`src/crb_pkg.sv`:
```
// constants, types and state codes for the configuration load and readback block
//------------------------------------------------------------------------------
// Summary of operation
//------------------------------------------------------------------------------
// Summary of operation
// - rising readback trigger arms; in-progress rises at next shift clock rise
// - each later shift clock rise presents the next readback bit
// - no preamble: five high dummy bits, then low start bit of frame one
// - first two data bits of the first frame always read high
// - every frame closes with four check bit positions reading high
// - last seven data bits of the last frame read high
// - after last frame: low start bit, 11-bit crc, then in-progress falls
// - readback leaves operation alone; may report storage and ram state
// - configuration bits return with load polarity, never inverted
// - wide fast load designs read back in normal layout, unlike load stream
// - each tck rise while scan load is active and clear status is high counts toward the length tally
// - sync mode takes first byte on second config clock rise after clear high
// - sync mode takes each later byte every eighth config clock rise
// - sync mode ack is high one config clock period after each capture
// - loaded byte shifts out half a config clock period after parallel load
// - async busy lasts 2 to 8 config clock periods while buffer is full
// - busy shortest into empty converter, longest when converter just loaded with all eight bits left
package crb_pkg;

  //----------------------------------------------------------------------------
  // readback stream layout
  //----------------------------------------------------------------------------
  localparam int unsigned DUMMY_BITS = 5;
  localparam int unsigned CHECK_BITS = 4;
  localparam int unsigned LEAD_HIGH_BITS = 2;
  localparam int unsigned TAIL_HIGH_BITS = 7;
  localparam int unsigned CRC_BITS = 11;
  localparam logic [3:0] DUMMY_LAST = 4'(DUMMY_BITS - 1);
  localparam logic [3:0] CHECK_LAST = 4'(CHECK_BITS - 1);
  localparam logic [3:0] CRC_LAST = 4'(CRC_BITS - 1);

  //----------------------------------------------------------------------------
  // parallel load timing
  //----------------------------------------------------------------------------
  localparam int unsigned BYTE_BITS = 8;
  localparam int unsigned SYNC_FIRST_EDGE = 2;
  localparam int unsigned SYNC_BYTE_EDGES = 8;
  localparam logic [2:0] SYNC_LEAD = 3'(SYNC_FIRST_EDGE - 1);
  localparam logic [2:0] SYNC_RELOAD = 3'(SYNC_BYTE_EDGES - 1);
  localparam logic [3:0] SHIFT_FULL = 4'(BYTE_BITS);

  //----------------------------------------------------------------------------
  // types
  //----------------------------------------------------------------------------
  typedef enum logic [3:0] {
    RB_IDLE  = 4'h0,
    RB_ARM   = 4'h1,
    RB_DUMMY = 4'h2,
    RB_START = 4'h3,
    RB_DATA  = 4'h4,
    RB_CHECK = 4'h5,
    RB_FINAL = 4'h6,
    RB_CRC   = 4'h7,
    RB_END   = 4'h8
  } crb_rb_state_t;

  typedef enum logic [1:0] {
    MODE_NONE  = 2'h0,
    MODE_SYNC  = 2'h1,
    MODE_ASYNC = 2'h2
  } crb_mode_t;

  typedef struct packed {
    logic chipSelectLowActive;
    logic writeStrobe;
    logic readStrobe;
    logic chipSelectHighActive;
  } crb_strobe_t;

  typedef struct packed {
    logic trig;
    logic shiftClk;
    logic cfgClk;
    logic clearN;
    crb_mode_t mode;
    logic [BYTE_BITS-1:0] data;
    crb_strobe_t strobes;
    logic tck;
    logic tdi;
    logic scanLoad;
  } crb_pins_t;

endpackage

```
`src/crb_config_load.sv`:
```
// configuration load ports and serial readback engine
`timescale 1ns/10ps
module crb_config_load #(
  parameter int unsigned FRAME_BITS = 16,
  parameter int unsigned FRAME_COUNT = 4,
  parameter int unsigned FW = 8,
  parameter int unsigned BW = 12,
  parameter int unsigned LW = 24,
  parameter logic [crb_pkg::CRC_BITS-1:0] CRC_POLY = 11'h005
) (
  input logic clk,
  input logic arst_n,
  input logic readbackTrigger,
  input logic readbackShiftClock,
  input logic readbackDataBit,
  output logic [FW-1:0] readbackFrameIndex,
  output logic [BW-1:0] readbackBitIndex,
  output logic readbackInProgress,
  output logic readbackSerialOut,
  input logic configClock,
  input logic configClearStatusN,
  input crb_pkg::crb_mode_t peripheralMode,
  input logic [crb_pkg::BYTE_BITS-1:0] parallelByte,
  input crb_pkg::crb_strobe_t periphStrobes,
  output logic handshakeAck,
  output logic serialChainOut,
  input logic tck,
  input logic tdi,
  input logic scanLoadActive,
  input logic [LW-1:0] frameLengthTarget,
  output logic [LW-1:0] frameLengthTally,
  output logic lengthReached,
  output logic jtagBit,
  output logic jtagBitValid
);
  import crb_pkg::*;

  localparam logic [BW-1:0] BIT_LAST = BW'(FRAME_BITS - 1);
  localparam logic [BW-1:0] LEAD_END = BW'(LEAD_HIGH_BITS);
  localparam logic [BW-1:0] TAIL_START = BW'(FRAME_BITS - TAIL_HIGH_BITS);
  localparam logic [FW-1:0] FRAME_LAST = FW'(FRAME_COUNT - 1);

  function automatic logic [CRC_BITS-1:0] crcStep(input logic [CRC_BITS-1:0] c, input logic b);
    logic fb;
    fb = c[CRC_BITS-1] ^ b;
    crcStep = {c[CRC_BITS-2:0], 1'b0} ^ (fb ? CRC_POLY : '0);
  endfunction

  //----------------------------------------------------------------------------
  // pin synchronisers and edge finders
  //----------------------------------------------------------------------------
  crb_pins_t pinsRaw;
  crb_pins_t pinsMeta;
  crb_pins_t pinsSync;
  crb_pins_t pinsPrev;

  assign pinsRaw = {readbackTrigger, readbackShiftClock, configClock, configClearStatusN,
                    peripheralMode, parallelByte, periphStrobes, tck, tdi, scanLoadActive};

  always_ff @(posedge clk or negedge arst_n) begin
    if (!arst_n) begin
      pinsMeta <= '0;
      pinsSync <= '0;
      pinsPrev <= '0;
    end else begin
      pinsMeta <= pinsRaw;
      pinsSync <= pinsMeta;
      pinsPrev <= pinsSync;
    end
  end

  logic trigRise;
  logic shiftRise;
  logic cclkRise;
  logic cclkFall;
  logic clearRise;
  logic tckRise;
  assign trigRise = pinsSync.trig & ~pinsPrev.trig;
  assign shiftRise = pinsSync.shiftClk & ~pinsPrev.shiftClk;
  assign cclkRise = pinsSync.cfgClk & ~pinsPrev.cfgClk;
  assign cclkFall = ~pinsSync.cfgClk & pinsPrev.cfgClk;
  assign clearRise = pinsSync.clearN & ~pinsPrev.clearN;
  assign tckRise = pinsSync.tck & ~pinsPrev.tck;

  //----------------------------------------------------------------------------
  // readback sequencer
  //----------------------------------------------------------------------------
  // the engine only reads storage through the index ports, so user logic runs on
  // stream layout is the same whatever mode the design was loaded
  crb_rb_state_t rbState;
  crb_rb_state_t next_rbState;
  logic [3:0] rbCnt;
  logic [3:0] next_rbCnt;
  logic [CRC_BITS-1:0] rbCrc;
  logic [CRC_BITS-1:0] next_rbCrc;
  logic [CRC_BITS-1:0] rbCrcShift;
  logic [CRC_BITS-1:0] next_rbCrcShift;
  logic [FW-1:0] next_readbackFrameIndex;
  logic [BW-1:0] next_readbackBitIndex;
  logic next_readbackInProgress;
  logic next_readbackSerialOut;
  logic forcedHigh;
  logic rbData;

  assign forcedHigh = (readbackFrameIndex == '0 && readbackBitIndex < LEAD_END) ||
                      (readbackFrameIndex == FRAME_LAST &&
                       readbackBitIndex >= TAIL_START);
  assign rbData = forcedHigh | readbackDataBit;

  always_comb begin
    next_rbState = rbState;
    next_rbCnt = rbCnt;
    next_rbCrc = rbCrc;
    next_rbCrcShift = rbCrcShift;
    next_readbackFrameIndex = readbackFrameIndex;
    next_readbackBitIndex = readbackBitIndex;
    next_readbackInProgress = readbackInProgress;
    next_readbackSerialOut = readbackSerialOut;
    if (rbState == RB_IDLE) begin
      if (trigRise) begin
        next_rbState = RB_ARM;
      end
    end else if (shiftRise) begin
      case (rbState)
        RB_ARM: begin
          next_readbackInProgress = 1'b1;
          next_rbState = RB_DUMMY;
          next_rbCnt = '0;
          next_rbCrc = '0;
        end
        RB_DUMMY: begin
          next_readbackSerialOut = 1'b1;
          if (rbCnt == DUMMY_LAST) begin
            next_rbState = RB_START;
          end else begin
            next_rbCnt = rbCnt + 4'h1;
          end
        end
        RB_START: begin
          next_readbackSerialOut = 1'b0;
          next_rbState = RB_DATA;
          next_readbackBitIndex = '0;
        end
        RB_DATA: begin
          next_readbackSerialOut = rbData;
          next_rbCrc = crcStep(rbCrc, rbData);
          if (readbackBitIndex == BIT_LAST) begin
            next_rbState = RB_CHECK;
            next_rbCnt = '0;
          end else begin
            next_readbackBitIndex = readbackBitIndex + BW'(1);
          end
        end
        RB_CHECK: begin
          next_readbackSerialOut = 1'b1;
          if (rbCnt != CHECK_LAST) begin
            next_rbCnt = rbCnt + 4'h1;
          end else if (readbackFrameIndex == FRAME_LAST) begin
            next_rbState = RB_FINAL;
          end else begin
            next_readbackFrameIndex = readbackFrameIndex + FW'(1);
            next_rbState = RB_START;
          end
        end
        RB_FINAL: begin
          next_readbackSerialOut = 1'b0;
          next_rbCrcShift = rbCrc;
          next_rbCnt = '0;
          next_rbState = RB_CRC;
        end
        RB_CRC: begin
          next_readbackSerialOut = rbCrcShift[CRC_BITS-1];
          next_rbCrcShift = {rbCrcShift[CRC_BITS-2:0], 1'b0};
          if (rbCnt == CRC_LAST) begin
            next_rbState = RB_END;
          end else begin
            next_rbCnt = rbCnt + 4'h1;
          end
        end
        RB_END: begin
          next_readbackInProgress = 1'b0;
          next_readbackSerialOut = 1'b1;
          next_readbackFrameIndex = '0;
          next_readbackBitIndex = '0;
          next_rbState = RB_IDLE;
        end
        default: begin
          next_rbState = RB_IDLE;
        end
      endcase
    end
  end

  always_ff @(posedge clk or negedge arst_n) begin
    if (!arst_n) begin
      rbState <= RB_IDLE;
      rbCnt <= '0;
      rbCrc <= '0;
      rbCrcShift <= '0;
      readbackFrameIndex <= '0;
      readbackBitIndex <= '0;
      readbackInProgress <= 1'b0;
      readbackSerialOut <= 1'b1;
    end else begin
      rbState <= next_rbState;
      rbCnt <= next_rbCnt;
      rbCrc <= next_rbCrc;
      rbCrcShift <= next_rbCrcShift;
      readbackFrameIndex <= next_readbackFrameIndex;
      readbackBitIndex <= next_readbackBitIndex;
      readbackInProgress <= next_readbackInProgress;
      readbackSerialOut <= next_readbackSerialOut;
    end
  end

  //----------------------------------------------------------------------------
  // peripheral byte load and parallel-to-serial converter
  //----------------------------------------------------------------------------
  logic [2:0] syncCnt;
  logic [2:0] next_syncCnt;
  logic syncArmed;
  logic next_syncArmed;
  logic [BYTE_BITS-1:0] inputReg;
  logic [BYTE_BITS-1:0] next_inputReg;
  logic inputFull;
  logic next_inputFull;
  logic inputArm;
  logic next_inputArm;
  logic [BYTE_BITS-1:0] shiftReg;
  logic [BYTE_BITS-1:0] next_shiftReg;
  logic [3:0] bitsLeft;
  logic [3:0] next_bitsLeft;
  logic writeOn;
  logic writePrev;
  logic next_handshakeAck;
  logic next_serialChainOut;
  logic syncCapture;
  logic loadShift;
  logic [BYTE_BITS-1:0] loadByte;

  assign writeOn = ~pinsSync.strobes.chipSelectLowActive & ~pinsSync.strobes.writeStrobe &
                   pinsSync.strobes.readStrobe & pinsSync.strobes.chipSelectHighActive;

  always_comb begin
    next_syncCnt = syncCnt;
    next_syncArmed = syncArmed;
    next_inputReg = inputReg;
    next_inputFull = inputFull;
    next_inputArm = inputArm;
    next_shiftReg = shiftReg;
    next_bitsLeft = bitsLeft;
    next_handshakeAck = handshakeAck;
    next_serialChainOut = serialChainOut;
    syncCapture = 1'b0;
    loadShift = 1'b0;
    loadByte = '0;
    case (pinsSync.mode)
      MODE_SYNC: begin
        if (!pinsSync.clearN) begin
          next_syncArmed = 1'b0;
        end else if (clearRise) begin
          next_syncArmed = 1'b1;
          next_syncCnt = SYNC_LEAD;
        end else if (cclkRise && syncArmed) begin
          if (syncCnt == '0) begin
            syncCapture = 1'b1;
            next_syncCnt = SYNC_RELOAD;
          end else begin
            next_syncCnt = syncCnt - 3'h1;
          end
        end
        if (syncCapture) begin
          loadShift = 1'b1;
          loadByte = pinsSync.data;
          next_handshakeAck = 1'b1;
        end else if (cclkRise) begin
          next_handshakeAck = 1'b0;
        end
      end
      MODE_ASYNC: begin
        // byte is taken just after the end of the write, so data must outlast it
        if (writePrev && !writeOn && !inputFull) begin
          next_inputReg = pinsSync.data;
          next_inputFull = 1'b1;
          next_inputArm = 1'b0;
        end else if (cclkRise && inputFull) begin
          if (!inputArm) begin
            next_inputArm = 1'b1;
          end else if (bitsLeft == '0) begin
            loadShift = 1'b1;
            loadByte = inputReg;
            next_inputFull = 1'b0;
            next_inputArm = 1'b0;
          end
        end
        next_handshakeAck = ~next_inputFull;
      end
      default: begin
        next_syncArmed = 1'b0;
        next_inputFull = 1'b0;
        next_inputArm = 1'b0;
        next_handshakeAck = 1'b0;
      end
    endcase
    if (loadShift) begin
      next_shiftReg = loadByte;
      next_bitsLeft = SHIFT_FULL;
    end else if (cclkFall && bitsLeft != '0) begin
      next_serialChainOut = shiftReg[BYTE_BITS-1];
      next_shiftReg = {shiftReg[BYTE_BITS-2:0], 1'b0};
      next_bitsLeft = bitsLeft - 4'h1;
    end
  end

  always_ff @(posedge clk or negedge arst_n) begin
    if (!arst_n) begin
      syncCnt <= '0;
      syncArmed <= 1'b0;
      inputReg <= '0;
      inputFull <= 1'b0;
      inputArm <= 1'b0;
      shiftReg <= '0;
      bitsLeft <= '0;
      writePrev <= 1'b0;
      handshakeAck <= 1'b0;
      serialChainOut <= 1'b1;
    end else begin
      syncCnt <= next_syncCnt;
      syncArmed <= next_syncArmed;
      inputReg <= next_inputReg;
      inputFull <= next_inputFull;
      inputArm <= next_inputArm;
      shiftReg <= next_shiftReg;
      bitsLeft <= next_bitsLeft;
      writePrev <= writeOn;
      handshakeAck <= next_handshakeAck;
      serialChainOut <= next_serialChainOut;
    end
  end

  //----------------------------------------------------------------------------
  // test port load and length tally
  //----------------------------------------------------------------------------
  logic [LW-1:0] next_frameLengthTally;
  logic next_lengthReached;
  logic next_jtagBit;
  logic next_jtagBitValid;

  always_comb begin
    next_frameLengthTally = frameLengthTally;
    next_jtagBit = jtagBit;
    next_jtagBitValid = 1'b0;
    if (!pinsSync.clearN) begin
      next_frameLengthTally = '0;
    end else if (pinsSync.scanLoad && tckRise) begin
      next_frameLengthTally = frameLengthTally + LW'(1);
      next_jtagBit = pinsSync.tdi;
      next_jtagBitValid = 1'b1;
    end
    next_lengthReached = (next_frameLengthTally >= frameLengthTarget) && pinsSync.clearN;
  end

  always_ff @(posedge clk or negedge arst_n) begin
    if (!arst_n) begin
      frameLengthTally <= '0;
      lengthReached <= 1'b0;
      jtagBit <= 1'b0;
      jtagBitValid <= 1'b0;
    end else begin
      frameLengthTally <= next_frameLengthTally;
      lengthReached <= next_lengthReached;
      jtagBit <= next_jtagBit;
      jtagBitValid <= next_jtagBitValid;
    end
  end
endmodule

```
`config.mk`:
```
export PLATFORM = sky130hd
export DESIGN_NAME = crb_config_load
export DESIGN_NICKNAME = d
export VERILOG_FILES = /design/src/crb_pkg.sv /design/src/crb_config_load.sv
export SDC_FILE = /design/constraint.sdc
export NUM_CORES = 1
export LEC_CHECK = 0
export BUFFER_PORTS_ARGS = -buffer_cell sky130_fd_sc_hd__buf_4
export CORE_ASPECT_RATIO = 1.75
export CORE_MARGIN = 5
export CORE_UTILIZATION = 58
export CTS_CLUSTER_DIAMETER = 30
export CTS_CLUSTER_SIZE = 28
export DETAILED_ROUTE_END_ITERATION = 10
export GPL_ROUTABILITY_DRIVEN = 0
export PLACE_DENSITY = 0.84
export SYNTH_ARGS = -nofsm -noshare
export SYNTH_HDL_FRONTEND = slang
export SYNTH_SLANG_ARGS = --single-unit
export TNS_END_PERCENT = 10
```
`constraint.sdc`:
```
create_clock -name clk -period 3.25 [get_ports clk]
set_input_delay 0.325 -clock clk [delete_from_list [all_inputs] [get_ports clk]]
set_output_delay 0.325 -clock clk [all_outputs]
set_load 0.02 [all_outputs]
```
After elaboration in Yosys (flattened, before gate mapping) --
Index checks and enable logic that the tools add are counted.
Word-level totals: input port bits 48, logic and storage cells 231, output and inout port bits 51, flip-flop bits (word level) 155
Cells by class: muxes and demuxes 69, add/subtract/negate cells 6, bitwise logic cells 25, reduce and logical (&&, ||, !) cells 45, eq/ne operators 30, magnitude comparators 3
Operators with widths (count):
- $mux W8 | 9
- $mux W4 | 13
- $mux W24 | 2
- $pmux W11 S2 | 2
- $pmux W8 S2 | 2
- $pmux W4 S7 | 1
- $mux W1 | 25
- $add A24 B1 Y24 const B | 1
- $ge A24 B24 Y1 | 1
- $pmux W12 S2 | 1
- $eq A4 B3 Y1 const B | 5
- $pmux W4 S5 | 1
- $ne A3 B3 Y1 const B | 6
- $ne A2 B2 Y1 const B | 8
- $reduce_bool A2 Y1 | 8
- $mux W3 | 5
- $reduce_and A3 Y1 | 5
- $not A1 Y1 | 13
- $add A12 B1 Y12 const B | 1
- $eq A12 B4 Y1 const B | 1
- $ge A12 B4 Y1 const B | 1
- $lt A12 B2 Y1 const B | 1
- $mux W12 | 1
- $pmux W1 S2 | 6
- other kinds (32) | 59

Longest topological paths before layout --
word-level depth 11, gate-level depth with buffers 14, mapped depth without buffers 14

Worst setup path after synthesis --
No wires, ideal clock.
path type register to register, from reg frameLengthTally[0], to reg lengthReached, path buffers 0, period minus slack after synthesis 2.709 ns, cell stages (with the launch flop) 14, path slack 0.541 ns, arrival time 2.598 ns, library setup time 0.110 ns, data required time 3.140 ns, cells stage by stage dfrtp_1 -> ha_1 -> and3_1 -> and3_1 -> and4_1 -> xor2_1 -> and2_1 -> ha_1 -> o21ai_0 -> o21ai_0 -> o211ai_1 -> a21oi_1 -> a31oi_1 -> o41ai_1
Between the ends: word-level cells in the longest chain between the ends 5
Ends and longest elaborated chain:
- start: declaration | RTL line crb_config_load.sv:31 | output logic [LW-1:0] frameLengthTally,
- start signal: assignment | RTL line crb_config_load.sv:370 | frameLengthTally <= next_frameLengthTally;
- $add A24 B1 Y24 | RTL line crb_config_load.sv:356 | next_frameLengthTally = frameLengthTally + LW'(1);
- $mux W24 | RTL line crb_config_load.sv:355 | end else if (pinsSync.scanLoad && tckRise) begin
- $mux W24 | RTL line crb_config_load.sv:353 | if (!pinsSync.clearN) begin
- via next_frameLengthTally[10] | RTL line crb_config_load.sv:344 | logic [LW-1:0] next_frameLengthTally;
- $ge A24 B24 Y1 | RTL line crb_config_load.sv:360 | next_lengthReached = (next_frameLengthTally >= frameLengthTarget) && pinsSync.clearN;
- $logic_and A1 B1 Y1 | RTL line crb_config_load.sv:360
- via next_lengthReached | RTL line crb_config_load.sv:345 | logic next_lengthReached;
- end signal: assignment | RTL line crb_config_load.sv:371 | lengthReached <= next_lengthReached;
- end: declaration | RTL line crb_config_load.sv:32 | output logic lengthReached,
The timed path passes the listed nets, and every way through them passes these cells. A chain may end at the register's enable or synchronous reset.

Worst setup path after layout --
from reg pinsPrev[2] (netlist name), to reg lengthReached
Between the ends: word-level cells in the longest chain between the ends 7
Ends and longest elaborated chain:
- start: declaration | RTL line crb_config_load.sv:55 | crb_pins_t pinsPrev;
- start signal: assignment | RTL line crb_config_load.sv:68 | pinsPrev <= pinsSync;
- $not A1 Y1 | RTL line crb_config_load.sv:83 | assign tckRise = pinsSync.tck & ~pinsPrev.tck;
- $and A1 B1 Y1 | RTL line crb_config_load.sv:83
- $logic_and A1 B1 Y1 | RTL line crb_config_load.sv:355
- $mux W24 | RTL line crb_config_load.sv:355
- $mux W24 | RTL line crb_config_load.sv:353
- via next_frameLengthTally[9] | RTL line crb_config_load.sv:344
- $ge A24 B24 Y1 | RTL line crb_config_load.sv:360
- $logic_and A1 B1 Y1 | RTL line crb_config_load.sv:360
- via next_lengthReached | RTL line crb_config_load.sv:345
The timed path passes the listed nets, and every way through them passes these cells.

==> results.json <==
{
  "status": "finished, final reports clean",
  "drc": 0,
  "min_period_over_period_pct": 92.6,
  "switching_power_mw": 1.88,
  "switching_share_pct": 33.2,
  "crit_fanout": 11,
  "cts_tree": "done",
  "fin_nets": 901,
  "cts_buffers": 17,
  "rows": 54,
  "critPathKind": "reg -> reg",
  "clock_latency_ns": 0.42,
  "ctsResizeCount": 0,
  "ant_nets": 0,
  "peakVddDrop_mv": 0.437,
  "dr.pass1.iters": 4,
  "drt_iter0_markers": 278,
  "p_seq_share_pct": 44.6,
  "drv_cap": 0,
  "synth_cells": 695,
  "synth_nets": 782,
  "setup_tns_ns": 0,
  "wl_mm": 16.6,
  "rsz0062_at_grt": "no",
  "async_flop_share_pct": 100,
  "vias": 5551,
  "drv_slew": 0,
  "grt_max_degree": 76,
  "drt-wirelength-per-cell_um": 16.7,
  "grt_pass1_wl_mm": 27.9,
  "drive_gt1_share_pct": 19.7,
  "area_growth_pct": 22.7,
  "post_cts_buffers": 0,
  "cellPowerDensity_nw_per_um2": 627,
  "max_freq_mhz": 332,
  "worst_hold_path_type": "in -> reg",
  "fin_crit_ns": 3.01,
  "max_slew.worst_pin.slew_ns": 0.875,
  "clock_sinks": 155,
  "synth_seq_area_share_pct": 52.6,
  "ys_types": 63,
  "synth_ff_type": "dfrtp_1",
  "ys_seq_elements": 155,
  "power_leakage_nw": 4.39,
  "io_pins": 99,
  "via_per_inst": 5.58,
  "design_area_um2": 9060,
  "internal-power_mw": 3.80,
  "dieArea_um2": 15200,
  "start_kind": "flop",
  "grt.overflow.total": 0,
  "dp_slack_ns": 0.306,
  "avgSynthCellArea_um2": 10.6,
  "synth_edf_count": 0,
  "track_usage_pct": 23.3,
  "dp.cells": 945,
  "clock-root-buffer": "clkbuf_16",
  "portBuffers": 98,
  "die_x_um": 95.3,
  "grt_pass1_vias": 5968,
  "crit_required_ns": 3.56,
  "start_util_pct": 59.0,
  "path_clk_slew_ns": 0.07,
  "final_common_cell": "dfrtp_1",
  "mostFrequentLayoutCells": "dfrtp_1 (153), buf_4 (104), nor2_1 (60)",
  "clk_path_buf_depth": 2,
  "cts_max_level": 4,
  "yosysWarnings": 0,
  "clockPowerShare_pct": 34.2,
  "slew_headroom_pct": 41.5,
  "p_comb_share_pct": 21.2,
  "placed_area_um2": 8280,
  "final-hold-violation-count": 0,
  "worst_slack_ns": 0.240,
  "synthesis.area_um2": 7380,
  "layout.cells.non_filler": 995,
  "antenna_cells": 0,
  "hpwl_mm": 11.8,
  "core_um2": 12500,
  "antenna_found_initial": 0,
  "finClkSkew_ns": 0.00950,
  "finalSetupViolCount": 0,
  "fp.dieH_um": 159,
  "arrival_ns": 3.32,
  "worstSetupEndpointType": "flop"
}
==> per-stage QoR <==
| step | hold WS (ns) | power [mW] | util, % |
|---|---|---|---|
| 5_1_grt | 0.00133 | 5.99 | 72.5 |
| 3_3_place_gp | 0.332 | 3.64 | 66.2 |
| 6_report | 0.0113 | 5.68 | 72.5 |
| 3_5_place_dp | 0.335 | 3.73 | 66.2 |
| 4_1_cts | 0.000108 | 5.72 | 72.4 |
| 2_1_floorplan | 0.0294 | 3.35 | - |
==> state kept, by name, indices dropped and copies added (netlist names), 3 cells and up <==
signal              flops
pinsSync               21
pinsMeta               21
frameLengthTally       24
rbCrc                  11
rbCrcShift             11
pinsPrev                5
readbackBitIndex       12
bitsLeft                4
readbackFrameIndex      8
shiftReg                8
rbCnt                   4
syncCnt                 3
rbState                 4
inputReg                8
==> kinds of logic (layout without fill, tap and decap cells) <==
group           after synthesis  in the layout  share of synthesized area, %
compound gates              122            122                          10.9
xor+xnor                     39             39                          4.63
fa+ha+maj                    39             39                          6.61
buf+inv                      71            203                          3.83
flops                       155            155                          52.6
mux                          21             21                          3.04
simple gates                248            248                          18.4
==> synthesized netlist by cell type, drive strengths merged (4+ instances only) <==
cell type / count / share of area, %
dfrtp: 153 / 52
nor2: 62 / 3.2
inv: 48 / 2.4
nand2: 42 / 2.1
ha: 39 / 6.6
o21ai: 33 / 2.2
a21oi: 27 / 1.8
nand3: 25 / 1.7
xnor2: 25 / 3.0
and2: 21 / 1.8
clkbuf: 17 / 0.86
nand4: 14 / 1.2
xor2: 14 / 1.7
nor2b: 13 / 1.1
and3: 12 / 1.0
a22o: 11 / 1.3
mux2: 11 / 1.7
o211ai: 11 / 1.1
mux2i: 10 / 1.4
a22oi: 9 / 0.92
nand2b: 8 / 0.68
nor3b: 8 / 0.88
or3: 8 / 0.75
nor4: 7 / 0.76
buf: 6 / 0.53
nand3b: 5 / 0.51
a211oi: 4 / 0.41
nor3: 4 / 0.27
o21bai: 4 / 0.41
or2: 4 / 0.37
==> layer usage <==
metal	GRT usage, %	routed length [µm]	up-vias	share of wire, %
li1	-	-	2665	-
met1	25.2	5970	2738	36
met2	42.6	9660	117	58
met3	4.49	515	31	3.1
met4	10.3	434	0	2.6
met5	0	0	-	0
==> final timing paths <==
kind / startpoint / to / slack (ns) / cells past startpoint
setup / recovery: pinsPrev[2] / lengthReached / 0.24 / 11
hold / removal: peripheralMode[1] / pinsMeta[16] / 0.01 / 1
setup reg to reg: pinsPrev[2] / lengthReached / 0.24 / 11
hold reg to reg: pinsMeta[11] / pinsSync[11] / 0.35 / 0
max in group asynchronous: arst_n / serialChainOut / 1.74 / 3
min in group asynchronous: arst_n / rbCrcShift[2] / 0.47 / 2
==> power groups by stage <==
stage / Sequential, mW / Clock, mW / Combinational, mW
global placement: 2.54 / 0 / 1.10
detailed placement: 2.56 / 0 / 1.18
CTS: 2.53 / 1.97 / 1.22
global route: 2.58 / 2.05 / 1.36
floorplan: 2.45 / 0 / 0.900
finish: 2.53 / 1.94 / 1.20
==> critical path: stages, from the launching register on <==
cell      delay (ns)
dfrtp_1         0.35
and3b_1         0.44
nand4_1         0.28
or3_1           0.38
a21boi_0        0.27
ha_1            0.21
a211oi_1        0.07
o21ai_0         0.17
o211ai_1        0.11
a21oi_1         0.14
a31oi_1         0.07
o41ai_1         0.39
==> repair_timing <==
action                                 in CTS  in global routing
setup endpoints to repair                   0                  0
hold buffers                               17                  1
endpoints found under the hold margin      88                  1
==> layout make-up <==
type | instances | area [µm²]
sequential | 155 | 3880
clock inverter | 15 | 173
fill | 899 | 3440
clock buffer | 17 | 425
multi-input combinational | 469 | 3210
inverter | 48 | 180
tap | 168 | 210
timing repair buffer | 123 | 972
Note: power is estimated with default switching activity, not from simulation.
